## src/hw/lcs_defs.vh

```
`ifndef LCS_DEFS_VH
`define LCS_DEFS_VH

// ------------------------------------------------------------
// Serial control port addressing
// ------------------------------------------------------------
`define LCS_SLAVE_ADDR      7'h70
`define LCS_OFS_CTRL        8'h08
`define LCS_OFS_STATUS      8'h09
`define LCS_OFS_MON_CFG     8'h10
`define LCS_OFS_EVENT       8'h11

// ------------------------------------------------------------
// Reset values
// ------------------------------------------------------------
`define LCS_RST_CTRL        8'h34
`define LCS_RST_MON_CFG     8'h00

// ------------------------------------------------------------
// Field positions
// ------------------------------------------------------------
`define LCS_CTRL_PWR_BIT    0
`define LCS_CTRL_EDGE_BIT   1
`define LCS_STAT_HP_BIT     0
`define LCS_STAT_RSEN_BIT   2
`define LCS_EVT_HP_BIT      0
`define LCS_EVT_RSEN_BIT    1
`define LCS_MCFG_MODE_LSB   0
`define LCS_MCFG_MODE_MSB   1

// ------------------------------------------------------------
// Monitor sense modes
// ------------------------------------------------------------
`define LCS_MODE_HOTPLUG    2'h0
`define LCS_MODE_RSEN       2'h1
`define LCS_MODE_EVENT      2'h2

// ------------------------------------------------------------
// Timing
// ------------------------------------------------------------
`define LCS_CLK_PERIOD_NS   5
`define LCS_T_RESET_NS      100
`define LCS_T_RESET_CYC     ((`LCS_T_RESET_NS + `LCS_CLK_PERIOD_NS - 1) / `LCS_CLK_PERIOD_NS)

// ------------------------------------------------------------
// Synchroniser input bit positions and width
// ------------------------------------------------------------
`define LCS_SY_SCL          0
`define LCS_SY_SDA          1
`define LCS_SY_SEL          2
`define LCS_SY_HP           3
`define LCS_SY_RSEN         4
`define LCS_SY_EDGE         5
`define LCS_SY_PDN          6
`define LCS_SY_W            7

`endif

```

## src/hw/lcs_sync.v

```verilog
`timescale 1ns/100ps

module lcs_sync #(
    parameter W = 1
) (
    input  wire         i_clk,
    input  wire         i_rst_b,
    input  wire [W-1:0] i_async,
    output wire [W-1:0] o_sync
);

    // ------------------------------------------------------------
    // Two-stage synchroniser, one chain per bit
    // ------------------------------------------------------------
    genvar g;
    generate
        for (g = 0; g < W; g = g + 1) begin : g_bit
            reg meta_q;
            reg sync_q;
            always @(posedge i_clk or negedge i_rst_b) begin
                if (!i_rst_b) begin
                    meta_q <= 1'b0;
                    sync_q <= 1'b0;
                end else begin
                    meta_q <= i_async[g];
                    sync_q <= meta_q;
                end
            end
            assign o_sync[g] = sync_q;
        end
    endgenerate

endmodule

```

## src/hw/lcs_top.v

```verilog
`timescale 1ns/100ps
`include "lcs_defs.vh"

// Notes on behaviour
// - A low select level enables the two-wire slave port and takes configuration through it.
// - A high select level disables the port and takes configuration from straps and defaults.
// - The select level asynchronously resets the serial port controller without any clock.
// - A high-to-low select change after the minimum high time resets the serial port logic.
// - With the port disabled, monitor sense is high when a powered receiver is sensed.
// - With the port enabled, monitor sense shows hot plug, receiver sense or a change event.
// - Monitor sense is open drain and is only ever pulled low.
// - The bus clock line is an input only and is never driven.
// - The bus data line is received and driven only low for data and acknowledge.
// - While powered down all link data and clock drivers are placed in high impedance.
// - The slave answers only its seven-bit address, bit 0 selects read, no burst access.
// - Port state runs from bus clock line edges and needs no video clock, also in power down.
// - With the port enabled, edge and power-down straps are ignored for register bits.
module lcs_top (
    input  wire       i_clk,
    input  wire       i_rst_b,
    input  wire       i_iface_select_reset,
    input  wire       i_scl_in,
    input  wire       i_sda_in,
    input  wire       i_hot_plug,
    input  wire       i_rx_sense,
    input  wire       i_edge_strap,
    input  wire       i_power_down_n,
    output reg        o_scl_out,
    output reg        o_scl_oe,
    output reg        o_sda_out,
    output reg        o_sda_oe,
    output reg        o_monitor_sense_out,
    output reg        o_monitor_sense_oe,
    output reg        o_edge_rising,
    output reg        o_power_down_n,
    output reg  [2:0] o_link_data_en,
    output reg        o_link_clock_en
);

    // ------------------------------------------------------------
    // State codes
    // ------------------------------------------------------------
    localparam [3:0] ST_IDLE = 4'h0;
    localparam [3:0] ST_ADDR = 4'h1;
    localparam [3:0] ST_AACK = 4'h2;
    localparam [3:0] ST_SUB  = 4'h3;
    localparam [3:0] ST_SACK = 4'h4;
    localparam [3:0] ST_WDAT = 4'h5;
    localparam [3:0] ST_WACK = 4'h6;
    localparam [3:0] ST_RDAT = 4'h7;
    localparam [3:0] ST_RACK = 4'h8;

    localparam integer T_RESET_INT = `LCS_T_RESET_CYC;
    localparam [7:0]   T_RESET_CYC = T_RESET_INT[7:0];

    // ------------------------------------------------------------
    // Pin synchronisers
    // ------------------------------------------------------------
    wire [`LCS_SY_W-1:0] sy;

    lcs_sync #(
        .W (`LCS_SY_W)
    ) u_sync (
        .i_clk   (i_clk),
        .i_rst_b (i_rst_b),
        .i_async ({i_power_down_n, i_edge_strap, i_rx_sense, i_hot_plug,
                   i_iface_select_reset, i_sda_in, i_scl_in}),
        .o_sync  (sy)
    );

    wire scl_s  = sy[`LCS_SY_SCL];
    wire sda_s  = sy[`LCS_SY_SDA];
    wire sel_s  = sy[`LCS_SY_SEL];
    wire hp_s   = sy[`LCS_SY_HP];
    wire rsen_s = sy[`LCS_SY_RSEN];
    wire edge_s = sy[`LCS_SY_EDGE];
    wire pdn_s  = sy[`LCS_SY_PDN];

    // Pin level acts straight on the port controller, no clock needed
    wire port_rst_b = i_rst_b & ~i_iface_select_reset;

    // ------------------------------------------------------------
    // Select high-time qualification
    // ------------------------------------------------------------
    reg  [7:0] sel_cnt_q;
    reg        sel_long_q;
    reg        sel_d1_q;
    reg        port_clr_q;

    always @(posedge i_clk or negedge i_rst_b) begin
        if (!i_rst_b) begin
            sel_cnt_q  <= 8'h00;
            sel_long_q <= 1'b0;
            sel_d1_q   <= 1'b0;
            port_clr_q <= 1'b0;
        end else begin
            sel_d1_q <= sel_s;
            if (!sel_s) begin
                sel_cnt_q  <= 8'h00;
                sel_long_q <= 1'b0;
            end else if (sel_cnt_q < T_RESET_CYC) begin
                sel_cnt_q <= sel_cnt_q + 8'h01;
            end else begin
                sel_long_q <= 1'b1;
            end
            // Falling select after a qualified high time clears the port
            port_clr_q <= sel_d1_q & ~sel_s & sel_long_q;
        end
    end

    // ------------------------------------------------------------
    // Bus line edge and condition detection
    // ------------------------------------------------------------
    reg  scl_d_q;
    reg  sda_d_q;

    always @(posedge i_clk or negedge i_rst_b) begin
        if (!i_rst_b) begin
            scl_d_q <= 1'b1;
            sda_d_q <= 1'b1;
        end else begin
            scl_d_q <= scl_s;
            sda_d_q <= sda_s;
        end
    end

    // Oversampled bus clock edges drive the slave, no video clock involved
    wire scl_rise = scl_s & ~scl_d_q;
    wire scl_fall = ~scl_s & scl_d_q;
    wire start_c  = scl_s & scl_d_q & sda_d_q & ~sda_s;
    wire stop_c   = scl_s & scl_d_q & ~sda_d_q & sda_s;
    wire port_en  = ~sel_s;

    // ------------------------------------------------------------
    // Register read decode
    // ------------------------------------------------------------
    reg [7:0] ctrl_q;
    reg [7:0] mcfg_q;
    reg [1:0] evt_q;

    function [7:0] rd_mux;
        input [7:0] ofs;
        input [7:0] ctrl;
        input [7:0] mcfg;
        input [1:0] evt;
        input       hp;
        input       rsen;
        begin
            rd_mux = 8'h00;
            case (ofs)
                `LCS_OFS_CTRL:     rd_mux = ctrl;
                `LCS_OFS_MON_CFG:  rd_mux = mcfg;
                `LCS_OFS_EVENT:    rd_mux = {6'h00, evt};
                `LCS_OFS_STATUS: begin
                    rd_mux[`LCS_STAT_HP_BIT]   = hp;
                    rd_mux[`LCS_STAT_RSEN_BIT] = rsen;
                end
                default:           rd_mux = 8'h00;
            endcase
        end
    endfunction

    // ------------------------------------------------------------
    // Slave state machine
    // ------------------------------------------------------------
    reg  [3:0] st_q;
    reg  [3:0] cnt_q;
    reg  [7:0] sr_q;
    reg  [7:0] ptr_q;
    reg        rw_q;
    reg        ack_q;
    reg        ackon_q;
    reg        wrote_q;
    reg        drv_q;
    reg        wr_stb_q;
    reg  [7:0] wr_dat_q;

    wire [7:0] byte_in = {sr_q[6:0], sda_s};
    wire [2:0] rd_idx  = 3'h7 - cnt_q[2:0];
    wire [7:0] rd_val  = rd_mux(ptr_q, ctrl_q, mcfg_q, evt_q, hp_s, rsen_s);

    always @(posedge i_clk or negedge port_rst_b) begin
        if (!port_rst_b) begin
            st_q     <= ST_IDLE;
            cnt_q    <= 4'h0;
            sr_q     <= 8'h00;
            ptr_q    <= 8'h00;
            rw_q     <= 1'b0;
            ack_q    <= 1'b0;
            ackon_q  <= 1'b0;
            wrote_q  <= 1'b0;
            drv_q    <= 1'b0;
            wr_stb_q <= 1'b0;
            wr_dat_q <= 8'h00;
        end else begin
            wr_stb_q <= 1'b0;
            if (port_clr_q || !port_en) begin
                st_q  <= ST_IDLE;
                drv_q <= 1'b0;
            end else if (start_c) begin
                st_q    <= ST_ADDR;
                cnt_q   <= 4'h0;
                ackon_q <= 1'b0;
                drv_q   <= 1'b0;
            end else if (stop_c) begin
                st_q  <= ST_IDLE;
                drv_q <= 1'b0;
            end else if (scl_rise) begin
                case (st_q)
                    ST_ADDR, ST_SUB, ST_WDAT: begin
                        sr_q  <= byte_in;
                        cnt_q <= cnt_q + 4'h1;
                        if (cnt_q == 4'h7) begin
                            cnt_q <= 4'h0;
                            ack_q <= 1'b1;
                            if (st_q == ST_ADDR) begin
                                // Only our address is answered
                                if (byte_in[7:1] == `LCS_SLAVE_ADDR) begin
                                    st_q    <= ST_AACK;
                                    rw_q    <= byte_in[0];
                                    wrote_q <= 1'b0;
                                end else begin
                                    st_q <= ST_IDLE;
                                end
                            end else if (st_q == ST_SUB) begin
                                st_q  <= ST_SACK;
                                ptr_q <= byte_in;
                            end else begin
                                st_q <= ST_WACK;
                                // A second data byte is refused: no burst
                                ack_q    <= ~wrote_q;
                                wr_stb_q <= ~wrote_q;
                                wr_dat_q <= byte_in;
                                wrote_q  <= 1'b1;
                            end
                        end
                    end
                    ST_RDAT: cnt_q <= cnt_q + 4'h1;
                    ST_RACK: st_q  <= ST_IDLE;
                    default: ;
                endcase
            end else if (scl_fall) begin
                case (st_q)
                    ST_AACK, ST_SACK, ST_WACK: begin
                        if (!ackon_q) begin
                            drv_q   <= ack_q;
                            ackon_q <= 1'b1;
                        end else begin
                            ackon_q <= 1'b0;
                            drv_q   <= 1'b0;
                            if (st_q == ST_AACK && rw_q) begin
                                st_q  <= ST_RDAT;
                                cnt_q <= 4'h0;
                                sr_q  <= rd_val;
                                drv_q <= ~rd_val[7];
                            end else if (st_q == ST_AACK) begin
                                st_q <= ST_SUB;
                            end else begin
                                st_q <= ST_WDAT;
                            end
                        end
                    end
                    ST_RDAT: begin
                        if (cnt_q == 4'h8) begin
                            st_q  <= ST_RACK;
                            drv_q <= 1'b0;
                        end else begin
                            // A one bit is left to the pull-up
                            drv_q <= ~sr_q[rd_idx];
                        end
                    end
                    default: drv_q <= 1'b0;
                endcase
            end
        end
    end

    // ------------------------------------------------------------
    // Port registers and change events
    // ------------------------------------------------------------
    reg hp_d_q;
    reg rsen_d_q;

    wire [1:0] evt_set = {rsen_s ^ rsen_d_q, hp_s ^ hp_d_q};
    wire       evt_wr  = wr_stb_q && ptr_q == `LCS_OFS_EVENT;

    always @(posedge i_clk or negedge port_rst_b) begin
        if (!port_rst_b) begin
            ctrl_q   <= `LCS_RST_CTRL;
            mcfg_q   <= `LCS_RST_MON_CFG;
            evt_q    <= 2'h0;
            hp_d_q   <= 1'b0;
            rsen_d_q <= 1'b0;
        end else if (port_clr_q) begin
            ctrl_q <= `LCS_RST_CTRL;
            mcfg_q <= `LCS_RST_MON_CFG;
            evt_q  <= 2'h0;
        end else begin
            hp_d_q   <= hp_s;
            rsen_d_q <= rsen_s;
            if (wr_stb_q && ptr_q == `LCS_OFS_CTRL) begin
                ctrl_q <= wr_dat_q;
            end
            if (wr_stb_q && ptr_q == `LCS_OFS_MON_CFG) begin
                mcfg_q <= wr_dat_q;
            end
            // Write one to clear; a change in the same cycle still sets
            evt_q <= (evt_q & ~(evt_wr ? wr_dat_q[1:0] : 2'h0)) | evt_set;
        end
    end

    // ------------------------------------------------------------
    // Configuration and pin outputs
    // ------------------------------------------------------------
    wire [1:0] mode  = mcfg_q[`LCS_MCFG_MODE_MSB:`LCS_MCFG_MODE_LSB];
    reg        mon_hi;
    reg        pdn_eff;
    reg        edge_eff;

    always @* begin
        // Synchronised select keeps mode switching glitch free
        if (port_en) begin
            pdn_eff  = ctrl_q[`LCS_CTRL_PWR_BIT];
            edge_eff = ctrl_q[`LCS_CTRL_EDGE_BIT];
            case (mode)
                `LCS_MODE_HOTPLUG: mon_hi = hp_s;
                `LCS_MODE_RSEN:    mon_hi = rsen_s;
                `LCS_MODE_EVENT:   mon_hi = ~|evt_q;
                default:           mon_hi = hp_s;
            endcase
        end else begin
            pdn_eff  = pdn_s;
            edge_eff = edge_s;
            mon_hi   = rsen_s;
        end
    end

    always @(posedge i_clk or negedge i_rst_b) begin
        if (!i_rst_b) begin
            o_scl_out           <= 1'b0;
            o_scl_oe            <= 1'b0;
            o_sda_out           <= 1'b0;
            o_sda_oe            <= 1'b0;
            o_monitor_sense_out <= 1'b0;
            o_monitor_sense_oe  <= 1'b0;
            o_edge_rising       <= 1'b0;
            o_power_down_n      <= 1'b0;
            o_link_data_en      <= 3'h0;
            o_link_clock_en     <= 1'b0;
        end else begin
            // No clock stretching, so the clock line is never driven
            o_scl_out           <= 1'b0;
            o_scl_oe            <= 1'b0;
            o_sda_out           <= 1'b0;
            o_sda_oe            <= drv_q & port_en;
            o_monitor_sense_out <= 1'b0;
            o_monitor_sense_oe  <= ~mon_hi;
            o_edge_rising       <= edge_eff;
            o_power_down_n      <= pdn_eff;
            o_link_data_en      <= {3{pdn_eff}};
            o_link_clock_en     <= pdn_eff;
        end
    end

endmodule

```

## config.mk

```make
export PLATFORM = sky130hd
export DESIGN_NAME = lcs_top
export DESIGN_NICKNAME = d
export VERILOG_FILES = /design/src/hw/lcs_sync.v /design/src/hw/lcs_top.v
export VERILOG_INCLUDE_DIRS = /design/src /design/src/hw
export SDC_FILE = /design/constraint.sdc
export NUM_CORES = 1
export LEC_CHECK = 0
export ABC_CLOCK_PERIOD_IN_PS = 5700
export BUFFER_PORTS_ARGS = -buffer_cell sky130_fd_sc_hd__buf_2
export CORE_MARGIN = 2
export CORE_UTILIZATION = 60
export DETAILED_ROUTE_END_ITERATION = 12
export GPL_ROUTABILITY_DRIVEN = 1
export HOLD_SLACK_MARGIN = 0.1
export PLACE_DENSITY = 0.8
export SYNTH_ARGS = -nofsm -noshare
export SYNTH_HDL_FRONTEND = slang
export SYNTH_SLANG_ARGS = --single-unit
```

## constraint.sdc

```tcl
create_clock -name i_clk -period 5.7 [get_ports i_clk]
set_clock_uncertainty 0.05 [all_clocks]
set_input_delay 0.285 -clock i_clk [delete_from_list [all_inputs] [get_ports i_clk]]
set_output_delay 0.285 -clock i_clk [all_outputs]
set_load 0.05 [all_outputs]
```

==> results of run 1 <==
-- worst reg2reg max path: stages, from the launching register on --
cell,delay [ps]
dfrtp_1,420
ha_1,240
nand3b_1,260
nand2_1,180
nor3_1,370
nand4b_1,520
mux2_2,460
-- through the flow --
step	area [um2]	setup slack [ps]	std cells	utilization, %	hold WS (ps)
floorplan	4280	1820	394	-	-60.6
global placement	4340	3240	480	63.6	281
detailed placement	4340	3140	480	63.6	285
CTS	4650	3130	504	68.1	305
global route	4650	2950	504	68.1	313
finish	4650	3080	504	68.1	303
-- registers in the layout, summed over array words and instances (netlist names), 4 cells and up --
name / count
u_sync.g_bit.sync_q: 7
u_sync.g_bit.meta_q: 7
sr_q: 8
ptr_q: 8
mcfg_q: 8
sel_cnt_q: 8
ctrl_q: 8
cnt_q: 4
wr_dat_q: 8
st_q: 4
-- power by group through the flow --
| stage | combinational (uW) | clock [uW] | sequential, uW |
|---|---|---|---|
| after global placement | 88.0 | 0 | 682 |
| final | 94.0 | 483 | 672 |
| after floorplan | 74.9 | 0 | 677 |
| after detailed placement | 89.8 | 0 | 683 |
| after global routing | 104 | 527 | 675 |
| after CTS | 94.7 | 495 | 671 |
-- synth_stat cells, types with 3 or more instances --
cell	count
xnor2_1	6
a22oi_1	9
buf_2	4
nand3_1	5
nor3_1	7
dfstp_2	5
nand2_1	30
a21oi_1	9
or4_1	5
dfrtp_1	84
a31oi_1	3
and3_1	3
clkbuf_1	11
ha_1	8
o21ai_0	15
nand2b_1	6
nand4_1	3
nor2b_1	12
o21ai_1	4
inv_1	12
mux2i_1	16
and2_1	8
a21boi_0	3
a211o_1	5
nor2_1	35
o21a_1	4
mux2_2	22
o31ai_1	3
buf_4	10
-- routing by layer --
metal,routed length (um),vias up,GRT usage (%)
met5,0,-,0
met4,180,0,9.64
met3,399,17,5.04
met2,3990,94,37.4
met1,3760,1484,33.4
li1,-,1402,-
-- path summary, 6_finish.rpt --
kind / start / end / slack [ps] / cells past startpoint
setup / recovery: u_sync.g_bit[0].sync_q / wr_dat_q[4] / 3080 / 6
hold / removal: u_sync.g_bit[1].meta_q / u_sync.g_bit[1].sync_q / 300 / 0
setup reg to reg: u_sync.g_bit[0].sync_q / wr_dat_q[4] / 3080 / 6
hold reg to reg: u_sync.g_bit[1].meta_q / u_sync.g_bit[1].sync_q / 300 / 0
max in group asynchronous: i_rst_b / mcfg_q[2] / 3860 / 4
min in group asynchronous: i_rst_b / u_sync.g_bit[5].meta_q / 450 / 2
-- cell families (layout without fill, tap and decap cells) --
logic type	Yosys count	count (layout)	share of synthesized area [%]
simple gates	132	132	16.1
other cells	1	4	0.0878
buf+inv	40	54	4.86
compound gates	74	74	12.2
mux	41	41	10.9
fa+ha+maj	8	8	2.34
xor+xnor	6	6	1.23
flops	89	89	52.3
-- area by class of cell --
class / count / area [um2]
tap: 96 / 120
multi-input combinational: 265 / 1850
clock inverter: 5 / 77.6
timing repair buffer: 26 / 175
inverter: 12 / 45.0
sequential: 89 / 2230
fill: 517 / 2180
clock buffer: 11 / 151
==> results.md, run 1 <==
* Status: finished, final reports clean
* Routed len/inst at 16.5 um
* Final number of setup-violating endpoints at 0
* CTS sink cnt at 89
* Synth area leaders: dfrtp_1 (49%), mux2_2 (5.8%), mux2i_1 (3.8%)
* Net Sw Frac at 23.9%
* Antenna Nets Post-Route at 0
* Die W at between 80 and 90 um
* Cells after synthesis at 391
* Ant. Diodes at 0
* Htree depth at 3
* Via count at 2,997
* Fin Setup TNS at 0 ps
* Global-route wire length before repair at 14,300 um
* Yosys cell types at 62
* Combinational power share at 7.5%
* Most frequent cells in the layout: dfrtp_1 (84), nor2_1 (35), nand2_1 (30), mux2_2 (22)
* Average via count per standard cell at 5.95
* Tot Pwr at 1250 uW
* Critical path data required time at between 5000 and 6000 ps
* P_int at approximately 950 uW
* Area leader, netlist: dfrtp_1
* Crit path max-delay family: simple AND/OR/NAND/NOR gates
* F_max at around 380 MHz
* RePlAce Congestion at 0.891
* EDFF count, synth at 0
* Clock power share at 38.7%
* Final wirelength at 8330 um
* Tot GR Track Use at 24.0%
* CP bufs+invs at 0
* Asr flop ratio synth at 100%
* Reg clk slew, reported paths at 80 ps
* Clock Root Buffer: clkbuf_8
* Initial antenna violation count at 0
* Startpoint Class: flip-flop
* Clock Latency Late Sink at 350 ps
* CP cell instances: ha_1 > nand3b_1 > nand2_1 > nor3_1 > nand4b_1 > mux2_2
* Leading cell type in the layout, fill and taps excluded: dfrtp_1
* Initial drt markers at 228
* RSZ-0062 raised after global routing: false
* Pwr Density at 268 nW/um2
* Worst-Margin Slew at 846 ps
* Worst hold path type: flip-flop to flip-flop
* Hold_buf cts at 8
* TritonRoute pass-1 iters at 6
* Max cap viols at 0
* Crit end category: flip-flop
* DIE AREA at 7810 um2
* Die H at ~90 um
* Drc violations at 0
* Synthesized flop and latch total at 89
* Starting Density at 62.5%
* CTS resizes at 0
* Minimum clock period at about 2600 ps
* Predominant post-synthesis flop cell: dfrtp_1
* Area of the core at 6830 um2
* Final Cycle Share at 46.0%
* Peak supply drop at around 0.00024 V
* Layout net count at 420
* Largest net degree at the start of global routing at 59
* I/O pin count at 21
* Synth Warn # at 0
* Gr ovfl total at 0
* Crit path max-delay cell type: nand4b_1
* Inserted Clock Buffers at 9
* Crit-path max FO at 10
* Flop pwr share at a little over half
* Sequential area share after synthesis at 52.3%
* Area delta synth->final at 8.91%
* Slowest cell delay on critical path at 520 ps
* IO Port Bufs at 16
* Crit path arrival time at 2810 ps
* Switch Pwr at 298 uW
* Top cell type's share of synthesized area at 49.2%
* CTS tree: yes
* Max Root-Sink Buffers at 2
* Site row count at 30
* Worst slew margin at 42.7%
* Synthesized area at 4270 um2
* Vias in the first global route at ~3.0k
* Layout cell share with drive strength beyond 1 at 17.2%
* Setup Fix Bufs, Post-CTS at 0
* P_leak at 0.00204 uW
* Mean Syn Cell Area at 10.9 um2
* Fin. Hold Viols at 0
* Max Transition Viols Final at 0
* DP Wirelength at 5540 um
* Crit path kind: flip-flop to flip-flop
Note: power is estimated with default switching activity, not from simulation.
==> run 2: changes to the inputs <==
--- a/config.mk
+++ b/config.mk
@@ -6,7 +6,7 @@
 export SDC_FILE = /design/constraint.sdc
 export NUM_CORES = 1
 export LEC_CHECK = 0
-export ABC_CLOCK_PERIOD_IN_PS = 5700
+export ABC_CLOCK_PERIOD_IN_PS = 2600
 export BUFFER_PORTS_ARGS = -buffer_cell sky130_fd_sc_hd__buf_2
 export CORE_MARGIN = 2
 export CORE_UTILIZATION = 60
==> constraint.sdc (replaced) <==
create_clock -name i_clk -period 2.6 [get_ports i_clk]
set_clock_uncertainty 0.05 [all_clocks]
set_input_delay 0.13 -clock i_clk [delete_from_list [all_inputs] [get_ports i_clk]]
set_output_delay 0.13 -clock i_clk [all_outputs]
set_load 0.05 [all_outputs]
==> results.md, run 2 (synthesized netlist as in run 1, its figures left out) <==
* Routed len/inst at 16.3 um (-1.5%)
* Most frequent cells in the layout: dfrtp_1 (84), nor2_1 (35), nand2_1 (30), mux2_2 (22), buf_4 (18)
* P_int at 1860 uW (+95%)
* Die H at 88.4 um (unchanged)
* Clock power share at 33.5% (-5.2 points)
* Peak supply drop at 0.000566 V (+130%)
* TritonRoute pass-1 iters at 5 (-1)
* F_max at 403 MHz (+5.7%)
* Largest net degree at the start of global routing at 59 (unchanged)
* Area delta synth->final at 10.5%
* Net Sw Frac at 26.7% (+2.9 points)
* Inserted Clock Buffers at 9 (unchanged)
* Average via count per standard cell at 5.79 (-2.7%)
* RePlAce Congestion at 0.973 (+9.1%)
* Minimum clock period at 2480 ps (-141 ps)
* Htree depth at 3 (unchanged)
* Max Transition Viols Final at 0 (unchanged)
* Crit-path max FO at 5 (-5)
* Worst slew margin at 51.7% (+9.0 points)
* RSZ-0062 raised after global routing: false
* Site row count at 30 (unchanged)
* Drc violations at 0 (unchanged)
* Tot GR Track Use at 24.2% (+0.20 points)
* CTS sink cnt at 89 (unchanged)
* Worst hold path type: primary input to async pin
* Clock Latency Late Sink at 350 ps (about the same)
* Slowest cell delay on critical path at 440 ps (-80 ps)
* Util after Layout at 69.0% (+0.97 points)
* CP cell instances: ha_2 > nor2b_1 > a211o_1 > or4_1 > or4_1 > mux2_1
* Vias in the first global route at 3,005 (+1.7%)
* Max cap viols at 0 (unchanged)
* Reg clk slew, reported paths at 90 ps (about the same)
* Final wirelength at 8470 um (+1.6%)
* Area of the multi-input gates at 1850 um2 (+0.14%)
* Final number of setup-violating endpoints at 0 (unchanged)
* Critical path data required time at 2780 ps (-3100 ps)
* Pwr Density at 538 nW/um2 (+100%)
* Crit path kind: flip-flop to flip-flop
* P_leak at 0.00208 uW (+2.0%)
* Starting Density at 62.5% (unchanged)
* Combinational power share at 8.8% (+1.3 points)
* Global-route wire length before repair at 14,600 um (+2.4%)
* Final Cycle Share at 95.5% (+49 points)
* Crit path max-delay cell type: or4_1
* Fin Setup TNS at 0 ps (unchanged)
* DP Wirelength at 5810 um (+4.9%)
* Initial drt markers at 169 (-26%)
* Die W at 88.4 um (unchanged)
* Switch Pwr at 678 uW (+130%)
* CTS tree: yes
* DIE AREA at 7810 um2 (unchanged)
* Crit end category: flip-flop
* Fin. Hold Viols at 0 (unchanged)
* Status: finished, final reports clean
* Fill cells at 529 (+2.3%)
* Register area at 2230 um2 (unchanged)
* Clock Root Buffer: clkbuf_8
* Initial antenna violation count at 0 (unchanged)
* Worst-Margin Slew at 724 ps (-122 ps)
* I/O pin count at 21 (unchanged)
* Area of the core at 6830 um2 (unchanged)
* Ant. Diodes at 0 (unchanged)
* Most frequent CP cell: or4_1
* Crit path arrival time at 2660 ps (-150 ps)
* Setup Fix Bufs, Post-CTS at 0 (unchanged)
* Layout cell share with drive strength beyond 1 at 20.0% (+2.9 points)
* Antenna Nets Post-Route at 0 (unchanged)
* Leading cell type in the layout, fill and taps excluded: dfrtp_1
* Startpoint Class: flip-flop
* IO Port Bufs at 16 (unchanged)
* Via count at 3,009 (+0.40%)
* Max Root-Sink Buffers at 2 (unchanged)
* Flop pwr share at 57.6% (+3.8 points)
* Layout net count at 436 (+3.8%)
* Gr ovfl total at 0 (unchanged)
run 2: metrics by stage:
stage / instances / setup slack [ps] / total power, uW / cell area, um2 / hold slack [ps]
after global placement: 496 / 181 / 1700 / 4460 / 115
after floorplan: 394 / 245 / 1650 / 4280 / -216
after detailed placement: 496 / 93.5 / 1710 / 4460 / 125
final: 520 / 116 / 2540 / 4720 / 273
after global routing: 520 / 25.3 / 2650 / 4720 / 300
after CTS: 520 / 54.4 / 2550 / 4710 / 272
run 2: final timing paths:
| kind | slack (ps) | startpoint | endpoint | cells past startpoint |
|---|---|---|---|---|
| setup reg to reg | 120 | u_sync.g_bit[0].sync_q | rw_q | 6 |
| min in group i_clk | 300 | u_sync.g_bit[4].meta_q | u_sync.g_bit[4].sync_q | 0 |
| hold reg to reg | 300 | u_sync.g_bit[4].meta_q | u_sync.g_bit[4].sync_q | 0 |
| hold / removal | 270 | i_rst_b | u_sync.g_bit[6].sync_q | 3 |
| max in group asynchronous | 1430 | i_iface_select_reset | st_q[0] | 4 |
| setup / recovery | 120 | u_sync.g_bit[0].sync_q | rw_q | 6 |
run 2: layer usage:
| layer | wire length, um | track usage [%] | up-vias |
|---|---|---|---|
| met5 | 0 | 0 | - |
| met4 | 88 | 7.85 | 0 |
| li1 | - | - | 1432 |
| met1 | 3960 | 34.8 | 1488 |
| met2 | 4100 | 38.3 | 82 |
| met3 | 320 | 3.73 | 7 |
run 2: layout make-up:
cell class / count / area share, %
tap: 96 / 2.55
clock inverter: 5 / 0.875
timing repair buffer: 42 / 6.26
clock buffer: 11 / 2.79
inverter: 12 / 0.955
multi-input combinational: 265 / 39.2
sequential: 89 / 47.3
run 2: worst max-delay path, delay by kind of cell (launching register included):
kind,cells,cell delay [ps]
DFF,1,420
and+or+nand+nor,3,1020
AOI/OAI and AO/OA,1,330
muxes,1,320
adders and majority gates,1,210
run 2: power groups by stage:
stage,Clock [uW],Combinational [uW],Sequential (uW)
CTS,866,226,1460
finish,850,224,1460
global route,929,253,1470
global placement,0,213,1490
floorplan,0,164,1480
detailed placement,0,216,1490
run 2: what timing repair did:
action / 4_1_cts / 5_1_grt
endpoints found under the hold margin: 93 / 0
setup endpoints to repair: 0 / 1
hold buffers: 8 / 0
resized for setup: 0 / 1
==> run 3: changes to the inputs <==
--- a/config.mk
+++ b/config.mk
@@ -10,6 +10,7 @@
 export BUFFER_PORTS_ARGS = -buffer_cell sky130_fd_sc_hd__buf_2
 export CORE_MARGIN = 2
 export CORE_UTILIZATION = 60
+export CTS_BUF_LIST = sky130_fd_sc_hd__clkbuf_16
 export DETAILED_ROUTE_END_ITERATION = 12
 export GPL_ROUTABILITY_DRIVEN = 1
 export HOLD_SLACK_MARGIN = 0.1
==> results.md, run 3 (synthesized netlist as in run 1, its figures left out) <==
* Tot GR Track Use at 25.1% (+0.83 points)
* Max cap viols at 0 (unchanged)
* Minimum clock period at 2490 ps (+3.21 ps)
* Crit-path max FO at 5 (unchanged)
* Area of the core at 6830 um2 (unchanged)
* Peak supply drop at 0.000512 V (-9.5%)
* Status: finished, final reports clean
* I/O pin count at 21 (unchanged)
* P_leak at 0.00214 uW (+2.6%)
* Startpoint Class: flip-flop
* CTS tree: yes
* R2R setup slack at 110 ps (about the same)
* Global-route wire length before repair at 15,100 um (+3.1%)
* IO Port Bufs at 16 (unchanged)
* Pwr Density at 598 nW/um2 (+11%)
* Layout net count at 436 (unchanged)
* DP Wirelength at 5810 um (unchanged)
* Site row count at 30 (unchanged)
* Tot Pwr at 2880 uW (+14%)
* Worst setup path start: u_sync.g_bit[0].sync_q
* Routed len/inst at 16.9 um (+3.6%)
* Die W at 88.4 um (unchanged)
* Layout cell share with drive strength beyond 1 at 20.0% (unchanged)
* Starting Density at 62.5% (unchanged)
* RSZ-0062 raised after global routing: false
* Final wirelength at 8780 um (+3.6%)
* Crit path arrival time at 2650 ps (about the same)
* Util after Layout at 70.5% (+1.5 points)
* Area delta synth->final at 12.8%
* Htree depth at 3 (unchanged)
* Reg2reg end: rw_q
* Worst slew margin at 51.9% (+0.21 points)
* Final Cycle Share at 95.6% (+0.12 points)
* DIE AREA at 7810 um2 (unchanged)
* Leading cell type in the layout, fill and taps excluded: dfrtp_1
* Placed Cells at 496 (unchanged)
* CTS sink cnt at 89 (unchanged)
* Max Transition Viols Final at 0 (unchanged)
* Crit end category: flip-flop
* Vias in the first global route at 3,053 (+1.6%)
* Gr ovfl total at 0 (unchanged)
* Initial antenna violation count at 0 (unchanged)
* F_max at 402 MHz (-0.13%)
* Initial drt markers at 151 (-11%)
* Critical path data required time at 2760 ps (-20 ps)
* Reg clk slew, reported paths at 70 ps (-20 ps)
* Fin. Hold Viols at 0 (unchanged)
* Inserted Clock Buffers at 9 (unchanged)
* Average via count per standard cell at 5.86 (+1.3%)
* Final number of setup-violating endpoints at 0 (unchanged)
* Largest net degree at the start of global routing at 59 (unchanged)
* RePlAce Congestion at 0.973 (unchanged)
* TritonRoute pass-1 iters at 4 (-1)
* Worst hold path type: primary input to async pin
* Crit path kind: flip-flop to flip-flop
* Drc violations at 0 (unchanged)
* Via count at 3,049 (+1.3%)
* Max Root-Sink Buffers at 2 (unchanged)
* Worst-Margin Slew at 721 ps (-3.22 ps)
* FF-to-FF path depth at 6 (unchanged)
* Critical R2R Launch: u_sync.g_bit[0].sync_q
* Die H at 88.4 um (unchanged)
* Antenna Nets Post-Route at 0 (unchanged)
* Fin Setup TNS at 0 ps (unchanged)
* Most frequent cells in the layout: dfrtp_1 (84), nor2_1 (35), nand2_1 (30), mux2_2 (22), buf_4 (18)
* Non-filler cells, final at 520 (unchanged)
* Clock Latency Late Sink at 340 ps (about the same)
* Ant. Diodes at 0 (unchanged)
* Clock Root Buffer: clkbuf_16
[run 3: per-stage QoR]
| stage | setup slack (ps) | area [um2] | hold WS [ps] |
|---|---|---|---|
| 3_5_place_dp | 93.5 | 4460 | 125 |
| 3_3_place_gp | 181 | 4460 | 115 |
| 5_1_grt | 40.2 | 4820 | 298 |
| 6_report | 113 | 4820 | 289 |
| 2_1_floorplan | 245 | 4280 | -216 |
| 4_1_cts | 61.2 | 4820 | 293 |
[run 3: layer usage]
layer	vias to the layer above	part of all wire, %	GRT usage (%)
met4	0	1.6	7.71
met1	1514	46	34.5
li1	1439	-	-
met3	17	3.3	3.54
met5	-	0	0
met2	79	50	41.7
[run 3: timing repair]
action,4_1_cts,5_1_grt
gates resized for setup,0,1
hold endpoints to repair,93,0
buffers inserted,0,0
hold buffers,8,0
endpoints found under the setup margin,0,1
[run 3: report_power, final]
part | total (uW) | switching [uW] | internal (uW) | leakage [uW]
Sequential | 1460 | 42.1 | 1420 | 0.00116
Clock | 1190 | 543 | 649 | 0.000135
Combinational | 225 | 143 | 82.0 | 0.000837
[run 3: cell type report]
cell class	instances	area [um2]
inverter	12	45.0
sequential	89	2230
timing repair buffer	42	295
fill	508	2010
clock inverter	7	48.8
tap	96	120
clock buffer	9	225
multi-input combinational	265	1850
[run 3: worst max path at each step]
| stage | endpoint | slack, ps | depth (start not counted) |
|---|---|---|---|
| 3_3_place_gp | rw_q | 180 | 6 |
| 6_report | rw_q | 110 | 6 |
| 3_5_place_dp | rw_q | 90 | 6 |
| 5_1_grt | rw_q | 40 | 6 |
| 2_1_floorplan | rw_q | 240 | 6 |
| 4_1_cts | rw_q | 60 | 6 |
[run 3: worst max-delay path: stages, from the launching register on]
cell and delay, ps:
dfrtp_1 410, ha_2 210, nor2b_1 150, a211o_1 330, or4_1 450, or4_1 430
mux2_1 320
